### src/core/ddr_timing_params.svh
// timing constants for the ddr command-spacing controller
`ifndef DDR_TIMING_PARAMS_SVH
`define DDR_TIMING_PARAMS_SVH
`define CLK_PERIOD_PS        10000
`define T_RFC_NS             70
`define T_RCD_NS             15
`define T_RRD_NS             10
`define T_MRD_NS             10
`define T_XSNR_NS            75
`define T_RAS_NS             40
`define T_RAS_MAX_NS         70000
`define T_RC_NS              55
`define T_RP_NS              15
`define T_WR_NS              15
`define T_REFI_NS            1950
`define CYC_MIN(ns)          (((ns) * 1000 + `CLK_PERIOD_PS - 1) / `CLK_PERIOD_PS)
`define CYC_MAX(ns)          (((ns) * 1000) / `CLK_PERIOD_PS)
`define C_RFC                `CYC_MIN(`T_RFC_NS)
`define C_RCD                `CYC_MIN(`T_RCD_NS)
`define C_RRD                `CYC_MIN(`T_RRD_NS)
`define C_MRD                `CYC_MIN(`T_MRD_NS)
`define C_XSNR               `CYC_MIN(`T_XSNR_NS)
`define C_RAS                `CYC_MIN(`T_RAS_NS)
`define C_RAS_MAX            `CYC_MAX(`T_RAS_MAX_NS)
`define C_RC                 `CYC_MIN(`T_RC_NS)
`define C_RP                 `CYC_MIN(`T_RP_NS)
`define C_WR                 `CYC_MIN(`T_WR_NS)
`define C_WTR                2
`define C_XSRD               200
`define C_REFI               `CYC_MAX(`T_REFI_NS)
`define MAX_POSTED           8
`define BURST_BEATS          2
`endif

### src/core/ddr_ctrl_pkg.sv
// types for the ddr command-spacing controller
package ddr_ctrl_pkg;
  typedef enum logic [2:0] {
    CMD_NOP  = 3'h0,
    CMD_ACT  = 3'h1,
    CMD_RD   = 3'h2,
    CMD_WR   = 3'h3,
    CMD_PRE  = 3'h4,
    CMD_REF  = 3'h5,
    CMD_MRS  = 3'h6,
    CMD_SRX  = 3'h7
  } cmd_type;
  typedef enum logic [3:0] {
    ST_IDLE  = 4'b0001,
    ST_WPRE  = 4'b0010,
    ST_WDATA = 4'b0100,
    ST_WPST  = 4'b1000
  } strobe_state_type;
endpackage

### src/core/ddr_cmd_ctrl.sv
// ddr command controller enforcing command spacing and write strobe protocol
// Operation
// - after a refresh, no activate or refresh is issued for 70 ns.
// - a read or write to a bank waits 15 ns after that bank's activate.
// - activates to different banks are at least 10 ns apart.
// - a read waits 2 cycles after the last write data.
// - any command waits 10 ns after a mode register set.
// - refresh_due is raised when refreshes fall behind an average of one every 1.95 us.
// - a read waits 200 cycles after leaving self refresh.
// - any other command waits 75 ns after leaving self refresh.
// - after write with auto precharge, the bank is not activated before write recovery plus precharge.
// - no more than eight refreshes are posted ahead of schedule.
// - the strobe goes from released to driven low before the first write edge.
// - the write postamble may be stretched beyond 0.6 clock periods.
`include "ddr_timing_params.svh"
module ddr_cmd_ctrl
  import ddr_ctrl_pkg::*;
(
  input  wire logic       clk,
  input  wire logic       rst_b,
  input  wire logic       req_valid,
  input  wire logic [2:0] req_cmd,
  input  wire logic [1:0] req_bank,
  input  wire logic       req_autopre,
  input  wire logic [3:0] post_cycles,
  output logic            req_ready,
  output logic            refresh_due,
  output logic            row_expiring,
  output logic [2:0]      cmd_out,
  output logic [1:0]      bank_out,
  output logic            autopre_out,
  output logic            dqs_out,
  output logic            dqs_oe
);
  logic rst_meta_reg;
  logic rst_sync_reg;
  always_ff @(posedge clk or negedge rst_b) begin
    if (!rst_b) begin
      rst_meta_reg <= 1'b0;
      rst_sync_reg <= 1'b0;
    end else begin
      rst_meta_reg <= 1'b1;
      rst_sync_reg <= rst_meta_reg;
    end
  end

  cmd_type    cmd;
  logic       issue;
  logic       t_rfc_ok;
  logic       t_rrd_ok;
  logic       t_mrd_ok;
  logic       t_xsnr_ok;
  logic       t_xsrd_ok;
  logic       t_wtr_ok;
  logic       t_wr_ok;
  logic       ld_rfc;
  logic       ld_rrd;
  logic       ld_mrd;
  logic       ld_srx;
  logic       ld_wtr;
  logic       strobe_last;
  logic       strobe_busy;
  logic       strobe_dqs;
  logic       strobe_oe;
  logic [3:0] bank_ok;
  logic [3:0] bank_act_ok;
  logic [3:0] bank_pre_ok;
  logic [3:0] bank_open;
  logic [3:0] bank_expiring;
  logic       legal;

  assign cmd = cmd_type'(req_cmd);

  gap_timer u_rfc (
    .clk   (clk),
    .rst_b (rst_sync_reg),
    .load  (ld_rfc),
    .count (16'(`C_RFC)),
    .ready (t_rfc_ok)
  );
  gap_timer u_rrd (
    .clk   (clk),
    .rst_b (rst_sync_reg),
    .load  (ld_rrd),
    .count (16'(`C_RRD)),
    .ready (t_rrd_ok)
  );
  gap_timer u_mrd (
    .clk   (clk),
    .rst_b (rst_sync_reg),
    .load  (ld_mrd),
    .count (16'(`C_MRD)),
    .ready (t_mrd_ok)
  );
  gap_timer u_xsnr (
    .clk   (clk),
    .rst_b (rst_sync_reg),
    .load  (ld_srx),
    .count (16'(`C_XSNR)),
    .ready (t_xsnr_ok)
  );
  gap_timer u_xsrd (
    .clk   (clk),
    .rst_b (rst_sync_reg),
    .load  (ld_srx),
    .count (16'(`C_XSRD)),
    .ready (t_xsrd_ok)
  );
  gap_timer u_wtr (
    .clk   (clk),
    .rst_b (rst_sync_reg),
    .load  (ld_wtr),
    .count (16'(`C_WTR)),
    .ready (t_wtr_ok)
  );
  gap_timer u_wr (
    .clk   (clk),
    .rst_b (rst_sync_reg),
    .load  (ld_wtr),
    .count (16'(`C_WR)),
    .ready (t_wr_ok)
  );

  assign ld_rfc = issue && (cmd == CMD_REF);
  assign ld_rrd = issue && (cmd == CMD_ACT);
  assign ld_mrd = issue && (cmd == CMD_MRS);
  assign ld_srx = issue && (cmd == CMD_SRX);
  assign ld_wtr = strobe_last;

  // per-bank row timers: activate, precharge and auto-precharge spacing
  genvar b;
  generate
    for (b = 0; b < 4; b = b + 1) begin : g_bank
      logic [15:0] rcd_reg, rcd_next;
      logic [15:0] ras_reg, ras_next;
      logic [15:0] rc_reg, rc_next;
      logic [15:0] rp_reg, rp_next;
      logic        open_reg, open_next;
      logic        apw_reg, apw_next;
      logic        hit;
      assign hit = issue && (req_bank == 2'(b));
      always_comb begin
        rcd_next  = (rcd_reg != 16'h0000) ? rcd_reg - 16'h0001 : rcd_reg;
        ras_next  = (ras_reg != 16'hffff) ? ras_reg + 16'h0001 : ras_reg;
        rc_next   = (rc_reg != 16'h0000) ? rc_reg - 16'h0001 : rc_reg;
        rp_next   = (rp_reg != 16'h0000) ? rp_reg - 16'h0001 : rp_reg;
        open_next = open_reg;
        apw_next  = apw_reg;
        if (hit && cmd == CMD_ACT) begin
          rcd_next  = 16'(`C_RCD);
          rc_next   = 16'(`C_RC);
          ras_next  = 16'h0001;
          open_next = 1'b1;
        end
        if (hit && cmd == CMD_PRE) begin
          rp_next   = 16'(`C_RP);
          open_next = 1'b0;
        end
        if (hit && cmd == CMD_WR && req_autopre) begin
          apw_next  = 1'b1;
          open_next = 1'b0;
        end
        // wait covers recovery plus precharge after the final data
        if (apw_reg && strobe_last) begin
          apw_next = 1'b0;
          rp_next  = 16'(`C_WR + `C_RP);
        end
        if (hit && cmd == CMD_REF) begin
          open_next = 1'b0;
        end
      end
      always_ff @(posedge clk or negedge rst_sync_reg) begin
        if (!rst_sync_reg) begin
          rcd_reg  <= 16'h0000;
          ras_reg  <= 16'h0000;
          rc_reg   <= 16'h0000;
          rp_reg   <= 16'h0000;
          open_reg <= 1'b0;
          apw_reg  <= 1'b0;
        end else begin
          rcd_reg  <= rcd_next;
          ras_reg  <= ras_next;
          rc_reg   <= rc_next;
          rp_reg   <= rp_next;
          open_reg <= open_next;
          apw_reg  <= apw_next;
        end
      end
      assign bank_ok[b]       = (rcd_reg <= 16'h0001);
      assign bank_act_ok[b]   = (rc_reg <= 16'h0001) && (rp_reg <= 16'h0001) && !apw_reg;
      assign bank_pre_ok[b]   = (ras_reg >= 16'(`C_RAS)) || !open_reg;
      assign bank_open[b]     = open_reg;
      // warn a few cycles before the longest open time so the row can be closed
      assign bank_expiring[b] = open_reg && (ras_reg >= 16'(`C_RAS_MAX - 16));
    end
  endgenerate

  // refresh schedule credit: positive means refreshes posted ahead
  logic [15:0]       refi_reg;
  logic [15:0]       refi_next;
  logic signed [4:0] credit_reg;
  logic signed [4:0] credit_next;
  logic              tick;
  assign tick = (refi_reg == 16'h0000);
  always_comb begin
    refi_next   = tick ? 16'(`C_REFI - 1) : refi_reg - 16'h0001;
    credit_next = credit_reg;
    if (issue && cmd == CMD_REF && !tick) begin
      credit_next = credit_reg + 5'sd1;
    // saturate so a long refresh stall cannot wrap into a posted credit
    end else if (!(issue && cmd == CMD_REF) && tick && credit_reg != 5'sh10) begin
      credit_next = credit_reg - 5'sd1;
    end
  end
  always_ff @(posedge clk or negedge rst_sync_reg) begin
    if (!rst_sync_reg) begin
      refi_reg   <= 16'h0000;
      credit_reg <= 5'sd0;
    end else begin
      refi_reg   <= refi_next;
      credit_reg <= credit_next;
    end
  end

  // legality check of the presented command against all spacing timers
  always_comb begin
    legal = t_mrd_ok && t_xsnr_ok && !strobe_busy;
    case (cmd)
      CMD_NOP: legal = 1'b0;
      CMD_ACT: legal = legal && t_rfc_ok && t_rrd_ok && bank_act_ok[req_bank];
      CMD_RD:  legal = legal && bank_open[req_bank] && bank_ok[req_bank]
                       && t_wtr_ok && t_xsrd_ok;
      CMD_WR:  legal = legal && bank_open[req_bank] && bank_ok[req_bank];
      CMD_PRE: legal = legal && t_wr_ok && bank_pre_ok[req_bank];
      CMD_REF: legal = legal && t_rfc_ok && (bank_open == 4'h0)
                       && (credit_reg < $signed(5'(`MAX_POSTED)));
      CMD_MRS: legal = legal && (bank_open == 4'h0);
      CMD_SRX: legal = legal;
      default: legal = 1'b0;
    endcase
  end
  assign issue = req_valid && legal && rst_sync_reg;

  write_strobe u_strobe (
    .clk         (clk),
    .rst_b       (rst_sync_reg),
    .start       (issue && cmd == CMD_WR),
    .post_cycles (post_cycles),
    .dqs_out     (strobe_dqs),
    .dqs_oe      (strobe_oe),
    .last_beat   (strobe_last),
    .busy        (strobe_busy)
  );

  // registered outputs
  logic [2:0] cmd_reg,   cmd_next;
  logic [1:0] bank_reg,  bank_next;
  logic       ap_reg,    ap_next;
  logic       rdy_reg,   rdy_next;
  logic       due_reg,   due_next;
  logic       exp_reg,   exp_next;
  logic       dqs_reg,   dqs_next;
  logic       oe_reg,    oe_next;
  always_comb begin
    cmd_next  = issue ? req_cmd : 3'h0;
    bank_next = issue ? req_bank : 2'h0;
    ap_next   = issue && req_autopre;
    rdy_next  = issue;
    due_next  = (credit_reg < 5'sd0);
    exp_next  = (bank_expiring != 4'h0);
    dqs_next  = strobe_dqs;
    oe_next   = strobe_oe;
  end
  always_ff @(posedge clk or negedge rst_sync_reg) begin
    if (!rst_sync_reg) begin
      cmd_reg  <= 3'h0;
      bank_reg <= 2'h0;
      ap_reg   <= 1'b0;
      rdy_reg  <= 1'b0;
      due_reg  <= 1'b0;
      exp_reg  <= 1'b0;
      dqs_reg  <= 1'b0;
      oe_reg   <= 1'b0;
    end else begin
      cmd_reg  <= cmd_next;
      bank_reg <= bank_next;
      ap_reg   <= ap_next;
      rdy_reg  <= rdy_next;
      due_reg  <= due_next;
      exp_reg  <= exp_next;
      dqs_reg  <= dqs_next;
      oe_reg   <= oe_next;
    end
  end
  assign cmd_out      = cmd_reg;
  assign bank_out     = bank_reg;
  assign autopre_out  = ap_reg;
  assign req_ready    = rdy_reg;
  assign refresh_due  = due_reg;
  assign row_expiring = exp_reg;
  assign dqs_out      = dqs_reg;
  assign dqs_oe       = oe_reg;
endmodule // ddr_cmd_ctrl

### src/core/gap_timer.sv
// down-counting gap timer: ready when the programmed wait has elapsed
`include "ddr_timing_params.svh"
module gap_timer (
  input  wire logic        clk,
  input  wire logic        rst_b,
  input  wire logic        load,
  input  wire logic [15:0] count,
  output logic             ready
);
  logic [15:0] cnt_reg;
  logic [15:0] cnt_next;
  always_comb begin
    cnt_next = cnt_reg;
    if (load) begin
      cnt_next = count;
    end else if (cnt_reg != 16'h0000) begin
      cnt_next = cnt_reg - 16'h0001;
    end
  end
  always_ff @(posedge clk or negedge rst_b) begin
    if (!rst_b) begin
      cnt_reg <= 16'h0000;
    end else begin
      cnt_reg <= cnt_next;
    end
  end
  // a load of n means the next command may issue n cycles later;
  // ready ignores load so the issue decision never loops back on itself
  assign ready = (cnt_reg <= 16'h0001);
endmodule // gap_timer

### src/core/write_strobe.sv
// write strobe sequencer: preamble low, held high through the burst, low postamble
`include "ddr_timing_params.svh"
module write_strobe
  import ddr_ctrl_pkg::*;
(
  input  wire logic clk,
  input  wire logic rst_b,
  input  wire logic start,
  input  wire logic [3:0] post_cycles,
  output logic      dqs_out,
  output logic      dqs_oe,
  output logic      last_beat,
  output logic      busy
);
  strobe_state_type st_reg;
  strobe_state_type st_next;
  logic [3:0]       cnt_reg;
  logic [3:0]       cnt_next;
  logic             dqs_reg;
  logic             dqs_next;
  always_comb begin
    st_next   = st_reg;
    cnt_next  = cnt_reg;
    dqs_next  = 1'b0;
    last_beat = 1'b0;
    case (st_reg)
      ST_IDLE: begin
        if (start) begin
          st_next = ST_WPRE;
        end
      end
      ST_WPRE: begin
        st_next  = ST_WDATA;
        cnt_next = 4'h0;
        dqs_next = 1'b1;
      end
      ST_WDATA: begin
        dqs_next = 1'b1;
        cnt_next = cnt_reg + 4'h1;
        if (cnt_reg == 4'(`BURST_BEATS - 1)) begin
          st_next   = ST_WPST;
          cnt_next  = 4'h0;
          dqs_next  = 1'b0;
          last_beat = 1'b1;
        end
      end
      ST_WPST: begin
        cnt_next = cnt_reg + 4'h1;
        if (cnt_reg >= post_cycles) begin
          st_next = ST_IDLE;
        end
      end
      default: begin
        st_next = ST_IDLE;
      end
    endcase
  end
  always_ff @(posedge clk or negedge rst_b) begin
    if (!rst_b) begin
      st_reg  <= ST_IDLE;
      cnt_reg <= 4'h0;
      dqs_reg <= 1'b0;
    end else begin
      st_reg  <= st_next;
      cnt_reg <= cnt_next;
      dqs_reg <= dqs_next;
    end
  end
  assign dqs_out = dqs_reg;
  // driven low from idle before the first edge; postamble may be stretched
  assign dqs_oe  = (st_reg != ST_IDLE);
  assign busy    = (st_reg != ST_IDLE);
endmodule // write_strobe

### config.mk
export PLATFORM = sky130hd
export DESIGN_NAME = ddr_cmd_ctrl
export DESIGN_NICKNAME = d
export VERILOG_FILES = /design/src/core/ddr_ctrl_pkg.sv /design/src/core/ddr_cmd_ctrl.sv /design/src/core/gap_timer.sv /design/src/core/write_strobe.sv
export VERILOG_INCLUDE_DIRS = /design/src /design/src/core
export SDC_FILE = /design/constraint.sdc
export NUM_CORES = 1
export LEC_CHECK = 0
export BUFFER_PORTS_ARGS = -buffer_cell sky130_fd_sc_hd__buf_2
export CORE_UTILIZATION = 64
export DETAILED_ROUTE_END_ITERATION = 8
export PLACE_DENSITY = 0.78
export SYNTH_ARGS = -nofsm -noshare
export SYNTH_HDL_FRONTEND = slang
export SYNTH_SLANG_ARGS = --single-unit
### constraint.sdc
create_clock -name clk -period 14.15 [get_ports clk]
set_clock_uncertainty 0.05 [all_clocks]
set_input_delay 0.7075 -clock clk [delete_from_list [all_inputs] [get_ports clk]]
set_output_delay 0.7075 -clock clk [all_outputs]
set_load 0.005 [all_outputs]
=== Word level (Yosys, flattened, before mapping) ===
Index checks and enable logic that the tools add are counted.

* Order comparisons: 31
* Add/subtract/negate cells: 27
* Eq/ne operators: 24
* Reduce and logical (&&, ||, !) cells: 138
* Muxes and demuxes: 98

{| class="wikitable"
|+ Operator list
! kind !! count
|-
| $mux W16 || 51
|-
| $sub A16 B1 Y16 const B || 20
|-
| $le A16 B1 Y1 const B || 19
|-
| $reduce_bool A16 Y1 || 19
|-
| $logic_and A1 B1 Y1 || 65
|-
| $add A16 B1 Y16 const B || 4
|-
| $ge A16 B13 Y1 const B || 4
|-
| $ge A16 B3 Y1 const B || 4
|-
| $ne A16 B16 Y1 const B || 4
|-
| $reduce_bool A2 Y1 || 24
|-
| $mux W1 || 31
|-
| $reduce_bool A4 Y1 || 5
|-
| $logic_not A16 Y1 || 1
|-
| $mux W4 || 4
|-
| $pmux W4 S4 || 1
|-
| $reduce_bool A3 Y1 || 5
|-
| $eq A3 B3 Y1 const B || 4
|-
| $pmux W4 S3 || 1
|-
| $logic_not A1 Y1 || 11
|-
| $mux W5 || 2
|-
| $bmux W1 S2 || 4
|-
| $eq A4 B1 Y1 const B || 2
|-
| $pmux W1 S8 || 1
|-
| $eq A3 B2 Y1 const B || 2
|-
| other kinds (24) || 30
|}

* Register bits after elaboration: 419
* Bits of input ports: 13
* Word-level logic and storage cells: 364

=== Depth between registers and ports, before layout ===
Gate-level depths: netlist of run 1.

* Depth in word-level cells: 16
* Gate-level depth with buffers: 15
* Gate-level depth less buffers: 15

=== Modules after synthesis ===
From an unflattened synthesis of run 1, not the netlist that was laid out.

* Cell total of the unflattened synthesis: 2421
* Area, all modules: 23018.3 sq um

{| class="wikitable"
|+ By module, submodules not included
! module !! area an instance (sq um) !! cells each !! instances !! seq. area each (sq um)
|-
| ddr_cmd_ctrl || 15255.9 || 1570 || 1 || 7457.2
|-
| gap_timer || 1022.2 || 112 || 7 || 400.4
|-
| write_strobe || 606.8 || 67 || 1 || 226.5
|}

=== Worst setup path after synthesis of run 1 ===
No wires, ideal clock.

* Kind: register to register
* Start: register rst_sync_reg
* End: register credit_reg[4]
* Cell stages (with the launch flop): 11
* Arrival: 11.950 ns
* Buffers on the path: 0
* Period minus slack after synthesis: 12.080 ns
* Library setup time: 0.080 ns
* Path slack: 2.070 ns
* Path through: dfrtp_1 nand3_1 or4_1 nor3_1 nand4_1 fa_1 a21o_1 a21oi_1 nor4b_1 a31oi_1 xnor2_1

* Cells in the longest elaborated chain, start to end: 6

{| class="wikitable"
|+ Ends and longest elaborated chain
! what !! line !! source
|-
| start: declaration || ddr_cmd_ctrl.sv:36 || <nowiki>logic rst_sync_reg;</nowiki>
|-
| start signal: assignment || ddr_cmd_ctrl.sv:43 || <nowiki>rst_sync_reg <= rst_meta_reg;</nowiki>
|-
| $logic_and A1 B1 Y1 (*) || ddr_cmd_ctrl.sv:242 || <nowiki>assign issue = req_valid && legal && rst_sync_reg;</nowiki>
|-
| $logic_and A1 B1 Y1 (*) || ddr_cmd_ctrl.sv:208, ddr_cmd_ctrl.sv:211 ||
|-
| $logic_not A1 Y1 || ddr_cmd_ctrl.sv:211 || <nowiki>end else if (!(issue && cmd == CMD_REF) && tick && credit_reg != 5'sh10) begin</nowiki>
|-
| $logic_and A1 B1 Y1 (2 in series) || ddr_cmd_ctrl.sv:211 ||
|-
| $reduce_bool A2 Y1 (no source line) || n/a ||
|-
| end signal: assignment || ddr_cmd_ctrl.sv:221 || <nowiki>credit_reg <= credit_next;</nowiki>
|-
| end: declaration || ddr_cmd_ctrl.sv:201 || <nowiki>logic signed [4:0] credit_reg;</nowiki>
|}

Every way passes the cells marked *; elsewhere a longest branch is shown, timed or not.
A chain may end at the register's enable or synchronous reset.

=== Worst setup path after layout of run 1 ===
* Start: register g_bank[0].rc_reg[6]
* End: register credit_reg[4]

* Cells in the longest elaborated chain, start to end: 14

{| class="wikitable"
|+ Ends and longest elaborated chain
! what !! line !! source
|-
| start: declaration || ddr_cmd_ctrl.sv:136 || <nowiki>logic [15:0] rc_reg, rc_next;</nowiki>
|-
| start signal: assignment || ddr_cmd_ctrl.sv:183 || <nowiki>rc_reg <= rc_next;</nowiki>
|-
| $le A16 B1 Y1 (*) || ddr_cmd_ctrl.sv:190 || <nowiki>assign bank_act_ok[b] = (rc_reg <= 16'h0001) && (rp_reg <= 16'h0001) && !apw_reg;</nowiki>
|-
| $logic_and A1 B1 Y1 (*) (2 in series) || ddr_cmd_ctrl.sv:190 ||
|-
| $bmux W1 S2 (*) || ddr_cmd_ctrl.sv:230 || <nowiki>CMD_ACT: legal = legal && t_rfc_ok && t_rrd_ok && bank_act_ok[req_bank];</nowiki>
|-
| $mux W1 (implied by the code) (*) || ddr_cmd_ctrl.sv:230 ||
|-
| $logic_and A1 B1 Y1 (*) || ddr_cmd_ctrl.sv:230 ||
|-
| $pmux W1 S8 (*) || ddr_cmd_ctrl.sv:228 || <nowiki>case (cmd)</nowiki>
|-
| $logic_and A1 B1 Y1 (*) (2 in series) || ddr_cmd_ctrl.sv:242 ||
|-
| $logic_and A1 B1 Y1 (*) || ddr_cmd_ctrl.sv:208, ddr_cmd_ctrl.sv:211 ||
|-
| $logic_not A1 Y1 || ddr_cmd_ctrl.sv:211 ||
|-
| $logic_and A1 B1 Y1 (2 in series) || ddr_cmd_ctrl.sv:211 ||
|-
| $reduce_bool A2 Y1 (no source line) || n/a ||
|}

Every way passes the cells marked *; elsewhere a longest branch is shown, timed or not. The select of a mux whose other input is x is not followed.

==> flow_summary.yaml, run 1 <==
status:
  outcome: "finished, final reports clean"
placement:
  placed_area_sq_um: 21500
  dpl.hpwl_mm: 28.9
  gp_congestion: 0.824
  port_buffers: 23
  pre_cts_ws_ns: 9.90
  place_inst: 2592
hold_path:
  hold_path_depth: 0
  hp-class: "reg -> reg"
timing:
  max_freq_mhz: 224
  period_minus_slack_ns: 4.47
  setup_tns_ns: 0
  hold_viol_final: 0
  slew_headroom_pct: 35.5
  period_share_pct: 31.6
  worst_pin_slew_ns: 0.958
  rsz0062_at_grt: "no"
  setup_violations: 0
  setup_ws_ns: 9.68
  slew_violations: 0
critical_path:
  cp-endpoint: "credit_reg[4]$_DFFE_PN0P_"
  crit_type: "reg -> reg"
  cp_slowest_stage_delay_ns: 0.63
  cpMaxStageDelayCell: "or4_1"
  path_max_fanout: 6
  crit_cells: 13
  reg2reg_slack_ns: 9.68
  path_cells: "or4_1, nor3_1, a31oi_1, nor4_1, nand4_1, nand3_1, nand4_1, fa_1, a21o_1, a21oi_1, nor4b_1, a31oi_1, xnor2_1"
  start_kind: "register"
  end_kind: "register"
  cp.required_ns: 14.57
  cpLargestDelayFamily: "simple AND/OR/NAND/NOR gates"
  r2r_cells: 13
  rr_endpoint: "credit_reg[4]$_DFFE_PN0P_"
  crit_buf_inv: 0
  r2r-start: "g_bank[0].rc_reg[6]$_DFFE_PN0P_"
  startpoint: "g_bank[0].rc_reg[6]$_DFFE_PN0P_"
  arrival_ns: 4.89
route:
  dr.pass1.iters: 5
  met1_length_mm: 19.6
  vias: 15380
  drc: 0
  drt-total-wl_mm: 42.6
  routed_via_density: 5.76
  wl_met2_mm: 19.9
  ant_nets: 0
  drtIter0Drc: 955
  highest_layer: "met4"
  dr_wl_met3_mm: 1.98
  wl_per_cell_um: 15.9
finish:
  stdcell_area_sq_um: 23000
  drive_gt1_share_pct: 6.44
  instances_no_fill: 2672
  syn_to_final_growth_pct: 9.37
  final_net_count: 2280
  fill_cells: 2353
  final_cell_mix: "417 x dfrtp_1, 403 x nor2_1, 191 x xnor2_1, 170 x nand2_1, 114 x xor2_1"
  layout_commonest_cell: "dfrtp_1"
synth:
  syn_nets: 2242
  avgSynthCellArea_sq_um: 9.69
  synthFlopType: "dfrtp_1"
  netlist_instances: 2166
  yosysWarnings: 0
  synth-async-reset-ratio_pct: 100
  synth_seq_cells: 419
  yosysUniqueCellTypes: 75
  synth_edf_count: 0
  synth_seq_area_share_pct: 49.9
  syn_area_sq_um: 21000
cts:
  cts_resized: 0
  post_cts_buffers: 0
  worstSkewPairLatency_ns: 0.55
  hold_buffers: 1
  tritoncts: "built"
  htree_levels: 2
  cts.sinks: 419
  cts-root-buf: "clkbuf_16"
  cts_buffers: 44
  clockBufferDepth: 3
  path_clk_slew_ns: 0.06
floorplanning:
  core_sq_um: 31900
  row_count: 65
  die_area_sq_um: 33500
  die_h_um: 183
  initial_core_util_pct: 65.9
  io_pins: 24
  fp.dieW_um: 183
power_and_ir_drop:
  ir_drop_mv: 0.117
  totalPowerFinal_uw: 2400
  power_density_nw_per_um2: 105
  p_leak_uw: 0.00940
global_routing:
  grt_max_degree: 79
  track_usage_pct: 26.4
  grt_pass1_wl_mm: 72.8
  overflow: 0
  antenna_found_initial: 1
  grt_pass1_vias: 15281
job:
  cap_violations: 0
-- cells by family after synthesis --
| logic type | Yosys count | share of synthesized area [%] |
|---|---|---|
| AOI/OAI and AO/OA | 192 | 5.94 |
| xor gates and xnor gates | 305 | 12.7 |
| adders and majority gates | 63 | 3.79 |
| buffers and inverters | 126 | 2.80 |
| DFF | 419 | 49.9 |
| muxes | 11 | 0.596 |
| other | 1 | 0.0179 |
| and+or+nand+nor | 1049 | 24.2 |
-- area by class of cell --
| type | instances | area, sq um | share of cell area [%] |
|---|---|---|---|
| clock buffers | 61 | 1280 | 5.56 |
| diodes | 1 | 2.50 | 0.0109 |
| repair buffers | 37 | 223 | 0.970 |
| multi-input cells | 1621 | 9930 | 43.2 |
| inverters | 81 | 307 | 1.34 |
| flip-flops and latches | 419 | 10500 | 45.7 |
| well taps | 435 | 544 | 2.37 |
| clock inverters | 17 | 194 | 0.845 |
-- cells in the mapped netlist, types with 3 or more instances --
master | number | area (sq um)
nor4bb_1 | 3 | 30.0
xor2_1 | 114 | 998
nor2_1 | 403 | 1510
clkbuf_1 | 16 | 60.1
nor4_1 | 83 | 519
nand3_1 | 60 | 300
o31ai_1 | 14 | 105
and2_1 | 10 | 62.6
xnor2_1 | 191 | 1670
buf_4 | 13 | 97.6
nor3_1 | 108 | 541
o22a_1 | 4 | 35.0
nand2_1 | 170 | 638
and4_1 | 4 | 35.0
nand4_1 | 29 | 181
o211ai_1 | 11 | 82.6
a21o_1 | 6 | 45.0
o21a_1 | 6 | 45.0
a31oi_1 | 4 | 25.0
buf_2 | 8 | 40.0
or4_1 | 30 | 225
dfrtp_1 | 418 | 10500
buf_6 | 7 | 78.8
or2_2 | 11 | 68.8
a211oi_1 | 7 | 52.6
o211ai_2 | 3 | 37.5
nand2b_1 | 22 | 138
o21ai_0 | 46 | 230
nor2b_1 | 12 | 75.1
or4_4 | 3 | 33.8
nor3b_1 | 7 | 52.6
mux2i_1 | 8 | 80.1
a2111oi_0 | 3 | 26.3
o22ai_1 | 8 | 50.1
o41ai_1 | 6 | 52.6
a21oi_1 | 54 | 270
or3_1 | 35 | 219
nor4b_1 | 5 | 43.8
ha_1 | 62 | 776
nand3b_1 | 11 | 82.6
inv_1 | 80 | 300
and3_1 | 29 | 181
-- report_power, final --
part	switching (uW)	internal [uW]	total, uW
combinational	27.7	4.76	32.4
clock	464	702	1170
sequential	3.08	1200	1200
-- layer usage --
layer,up-vias,track usage (%)
li1,7464,-
met1,7560,36.6
met2,280,43.0
met3,76,4.39
met4,0,8.03
met5,-,0.444
-- worst min path at each step --
stage	startpoint	to	slack (ns)
floorplan	u_strobe.dqs_out$_DFF_PN0_	dqs_out$_DFF_PN0_	0.28
global placement	u_strobe.dqs_out$_DFF_PN0_	dqs_out$_DFF_PN0_	0.29
detailed placement	u_strobe.dqs_out$_DFF_PN0_	dqs_out$_DFF_PN0_	0.29
CTS	u_strobe.dqs_out$_DFF_PN0_	dqs_out$_DFF_PN0_	0.30
global route	u_strobe.dqs_out$_DFF_PN0_	dqs_out$_DFF_PN0_	0.31
finish	u_strobe.dqs_out$_DFF_PN0_	dqs_out$_DFF_PN0_	0.30
-- metrics by stage --
| stage | hold WS, ns | utilization [%] |
|---|---|---|
| 6_report | 0.301 | 72.0 |
| 2_1_floorplan | 0.281 | - |
| 3_3_place_gp | 0.287 | 67.4 |
| 3_5_place_dp | 0.292 | 67.4 |
| 5_1_grt | 0.308 | 72.0 |
| 4_1_cts | 0.304 | 72.0 |
Note: power is estimated with default switching activity, not from simulation.
==> inputs of run 2 (changes only) <==
Clock period 14.15 ns to 4.6 ns, I/O delays scaled along.
==> run 2 against run 1 <==
First-iteration DRC count fell by 12%. Combinational power grew to 3.5 times the previous value. Flip-flop and latch count unchanged. Highest routed layer unchanged. Global-route usage shrank 0.60 points. Die area unchanged. Sequential share of layout area down 0.56 points. Worst setup slack worse by 9.3 ns.
==> flow_summary.yaml, run 2 (synthesis results as in run 1) <==
floorplanning:
  core_sq_um: 31900
  die_area_sq_um: 33500
  io_pins: 24
  fp.dieW_um: 183
  row_count: 65
  initial_core_util_pct: 65.9
  die_h_um: 183
timing:
  rsz0062_at_grt: "no"
  worst_pin_slew_ns: 0.968
  max_freq_mhz: 239
  whs_ns: 0.0591
  hold_viol_final: 0
  setup_violations: 0
  slew_violations: 0
  slew_headroom_pct: 35.5
  period_minus_slack_ns: 4.19
  period_share_pct: 91.1
route:
  wl_per_cell_um: 15.6
  ant_nets: 0
  vias: 15183
  routed_via_density: 5.68
  drtIter0Drc: 843
  drc: 0
  dr.pass1.iters: 6
  drt-total-wl_mm: 41.7
finish:
  final_net_count: 2280
  regArea_sq_um: 10500
  drive_gt1_share_pct: 8.10
  multi_input_area_sq_um: 10100
  stdcell_area_sq_um: 23200
  syn_to_final_growth_pct: 10.7
  post-route-util_pct: 72.9
  layout_commonest_cell: "dfrtp_1"
  final_cell_mix: "417 x dfrtp_1, 398 x nor2_1, 191 x xnor2_1, 164 x nand2_1, 114 x xor2_1"
  fill_cells: 2292
  instances_no_fill: 2671
critical_path:
  path_cells: "or4_1, nor3_1, a31oi_1, nor4_1, nand4_1, nand3_1, nand4_1, fa_2, a21o_1, a21oi_2, nor4b_1, a31oi_1, xnor2_1"
  path_max_fanout: 6
  arrival_ns: 4.59
  cpLargestDelayFamily: "simple AND/OR/NAND/NOR gates"
  cp.required_ns: 5.00
  start_kind: "register"
  crit_buf_inv: 0
  cpMaxStageDelayCell: "or4_1"
  end_kind: "register"
  cp_slowest_stage_delay_ns: 0.61
  crit_type: "reg -> reg"
job:
  cap_violations: 0
cts:
  post_cts_buffers: 0
  tritoncts: "built"
  cts.sinks: 419
  cts_resized: 0
  worstSkewPairLatency_ns: 0.54
  path_clk_slew_ns: 0.06
  cts_buffers: 44
  cts-root-buf: "clkbuf_16"
  hold_buffers: 3
  htree_levels: 2
  clockBufferDepth: 3
global_routing:
  grt_pass1_vias: 15142
  antenna_found_initial: 1
  overflow: 0
  grt_max_degree: 172
  grt_pass1_wl_mm: 71.1
  track_usage_pct: 25.8
placement:
  place_inst: 2590
  dpl.hpwl_mm: 27.7
  port_buffers: 23
  placed_area_sq_um: 21700
  gp_congestion: 0.894
hold_path:
  hp-class: "in -> reg"
power_and_ir_drop:
  p_leak_uw: 0.00957
  totalPowerFinal_uw: 7450
  power_density_nw_per_um2: 321
  ir_drop_mv: 0.349
status:
  outcome: "finished, final reports clean"
## run 2: worst register-to-register path, cell delays in order (launching register included)
cell,delay (ns)
dfrtp_1,0.41
or4_1,0.61
nor3_1,0.51
a31oi_1,0.20
nor4_1,0.35
nand4_1,0.28
nand3_1,0.22
nand4_1,0.28
fa_2,0.45
a21o_1,0.19
a21oi_2,0.15
nor4b_1,0.07
a31oi_1,0.20
xnor2_1,0.14
## run 2: metrics by stage
step | worst slack [ns] | TNS [ns]
after floorplan | -1.03 | -183.04
after global placement | 0.562 | 0
after detailed placement | 0.454 | 0
after CTS | 0.414 | 0
after global routing | 0.186 | 0
final | 0.410 | 0
## run 2: final timing paths
kind | slack (ns) | startpoint | cells past startpoint | to
min | 0.06 | req_cmd[1] | 3 | cmd_out[1]$_DFF_PN0_
max reg2reg | 0.41 | g_bank[0].rc_reg[6]$_DFFE_PN0P_ | 13 | credit_reg[4]$_DFFE_PN0P_
min reg2reg | 0.32 | rst_meta_reg$_DFF_PN0_ | 0 | rst_sync_reg$_DFF_PN0_
max in group asynchronous | 2.50 | rst_sync_reg$_DFF_PN0_ | 2 | g_bank[3].rp_reg[12]$_DFFE_PN0P_
min in group asynchronous | 0.10 | rst_b | 2 | rst_meta_reg$_DFF_PN0_
max | 0.41 | g_bank[0].rc_reg[6]$_DFFE_PN0P_ | 13 | credit_reg[4]$_DFFE_PN0P_
## run 2: final cells by class
cell class / instances / share of cell area (%)
clock buffer: 59 / 5.50
clock inverter: 18 / 0.958
tap: 435 / 2.34
sequential: 419 / 45.1
antenna: 1 / 0.0108
multi-input combinational: 1621 / 43.6
timing repair buffer: 37 / 1.09
inverter: 81 / 1.33
## run 2: per-layer routing
| metal | GRT usage [%] | wire, um |
|---|---|---|
| met5 | 0 | 0 |
| met4 | 7.27 | 804 |
| met3 | 3.95 | 1710 |
| met2 | 43.4 | 20200 |
| met1 | 35.0 | 19000 |
## run 2: power breakdown
part           switching, uW  internal [uW]  leakage, uW
registers               1.22           3690      0.00453
logic                   96.2           16.7      0.00430
clock network           1430           2220     0.000741
==> inputs of run 3 (changes only) <==
Settings changed: CORE_UTILIZATION 64 to 65, CTS_BUF_LIST set to sky130_fd_sc_hd__clkbuf_2 sky130_fd_sc_hd__clkbuf_4 sky130_fd_sc_hd__clkbuf_8, PLACE_DENSITY 0.78 to 0.79.
==> run 3 against run 2 <==
First-iteration DRC count up 2.5%. Combinational power is essentially flat. Design area up 0.23%. Critical endpoint unchanged.
==> flow_summary.yaml, run 3 (synthesis results as in run 1) <==
route:
  ant_nets: 0
  dr.pass1.iters: 7
  drt-total-wl_mm: 42.4
  wl_per_cell_um: 15.8
  drtIter0Drc: 864
  drc: 0
  vias: 15491
  routed_via_density: 5.75
timing:
  slew_violations: 0
  slew_headroom_pct: 38.6
  setup_violations: 0
  period_minus_slack_ns: 4.17
  period_share_pct: 90.7
  max_freq_mhz: 240
  worst_pin_slew_ns: 0.921
  rsz0062_at_grt: "no"
  setup_ws_ns: 0.427
  hold_viol_final: 0
critical_path:
  cpLargestDelayFamily: "simple AND/OR/NAND/NOR gates"
  start_kind: "register"
  cpMaxStageDelayCell: "or4_1"
  crit_buf_inv: 0
  crit_type: "reg -> reg"
  path_cells: "or4_1, or4_1, o41ai_1, nand4_1, nand3_1, nand4_1, ha_1, a21o_1, a21oi_2, nor4b_1, a31oi_1, xnor2_1"
  path_max_fanout: 6
  cp.required_ns: 5.02
  end_kind: "register"
  cp_slowest_stage_delay_ns: 0.57
  arrival_ns: 4.60
finish:
  layout_commonest_cell: "dfrtp_1"
  syn_to_final_growth_pct: 11.0
  final_net_count: 2311
  final_cell_mix: "417 x dfrtp_1, 398 x nor2_1, 191 x xnor2_1, 164 x nand2_1, 114 x xor2_1"
  drive_gt1_share_pct: 10.3
  stdcell_area_sq_um: 23300
cts:
  cts.sinks: 419
  clockBufferDepth: 3
  cts_resized: 0
  tritoncts: "built"
  htree_levels: 3
  cts-root-buf: "clkbuf_8"
  cts_buffers: 70
  worstSkewPairLatency_ns: 0.60
  path_clk_slew_ns: 0.06
placement:
  port_buffers: 23
  pre_cts_ws_ns: 0.439
  placed_area_sq_um: 21700
  gp_congestion: 0.837
  dpl.hpwl_mm: 28.5
hold_path:
  hp-class: "in -> reg"
job:
  cap_violations: 0
global_routing:
  grt_max_degree: 177
  overflow: 0
  grt_pass1_vias: 15869
  track_usage_pct: 27.0
  grt_pass1_wl_mm: 73.2
  antenna_found_initial: 2
power_and_ir_drop:
  ir_drop_mv: 0.237
  power_density_nw_per_um2: 318
  p_leak_uw: 0.00966
status:
  outcome: "finished, final reports clean"
floorplanning:
  fp.dieW_um: 182
  initial_core_util_pct: 66.4
  row_count: 65
  io_pins: 24
  core_sq_um: 31600
  die_area_sq_um: 33000
  die_h_um: 182
==> run 3: cell count changes in the layout (fill, tap and decap cells not counted) <==
| cell | delta |
|---|---|
| buf_12 | -1 |
| buf_4 | +2 |
| bufinv_16 | -2 |
| clkbuf_1 | -4 |
| clkbuf_16 | -45 |
| clkbuf_4 | +23 |
| clkbuf_8 | +80 |
| clkinv_2 | -4 |
| clkinvlp_4 | +1 |
| dlygate4sd3_1 | +4 |
==> run 3: final timing paths <==
| check | from | endpoint | slack [ns] | depth (start not counted) |
|---|---|---|---|---|
| max | g_bank[2].rc_reg[12]$_DFFE_PN0P_ | credit_reg[4]$_DFFE_PN0P_ | 0.43 | 12 |
| min | req_bank[0] | bank_out[0]$_DFF_PN0_ | 0.09 | 2 |
| max reg2reg | g_bank[2].rc_reg[12]$_DFFE_PN0P_ | credit_reg[4]$_DFFE_PN0P_ | 0.43 | 12 |
| min reg2reg | rst_meta_reg$_DFF_PN0_ | rst_sync_reg$_DFF_PN0_ | 0.30 | 0 |
| max in group asynchronous | rst_sync_reg$_DFF_PN0_ | refi_reg[12]$_DFF_PN0_ | 2.59 | 2 |
| min in group asynchronous | rst_b | rst_meta_reg$_DFF_PN0_ | 0.44 | 3 |
==> run 3: cell type report <==
| cell class | instances | area [sq um] |
|---|---|---|
| multi-input combinational | 1621 | 10100 |
| tap | 402 | 503 |
| sequential | 419 | 10500 |
| timing repair buffer | 42 | 288 |
| inverter | 81 | 309 |
| clock inverter | 13 | 150 |
| clock buffer | 113 | 1410 |
| fill | 2204 | 8340 |
| antenna | 1 | 2.50 |
==> run 3: what timing repair did <==
item | 4_1_cts | 5_1_grt
hold buffers | 7 | 0
setup endpoints to repair | 0 | 0
endpoints found under the hold margin | 7 | 0
buffers inserted | 0 | 0
==> run 3: report_power, final <==
part / switching, uW / total (uW) / internal (uW)
sequential: 1.54 / 3690 / 3690
combinational: 97.6 / 116 / 18.8
clock: 1490 / 3600 / 2110
==> run 3: per-layer routing <==
layer	track usage (%)	share of wire, %
met3	5.01	3.9
met4	11.9	3.4
met5	0	0
met1	34.2	44
met2	45.4	49
==> run 3: through the flow <==
step                      cells  TNS, ns  hold slack (ns)  power (uW)  util (%)
final                      2692        0           0.0866        7410      73.6
after global routing       2692        0           0.0555        7670      73.6
after CTS                  2691        0           0.0419        7490      73.6
after floorplan            2166  -183.04           -0.116        3830         -
after global placement     2558        0          -0.0294        3870      68.5
after detailed placement   2558        0          -0.0248        3870      68.5
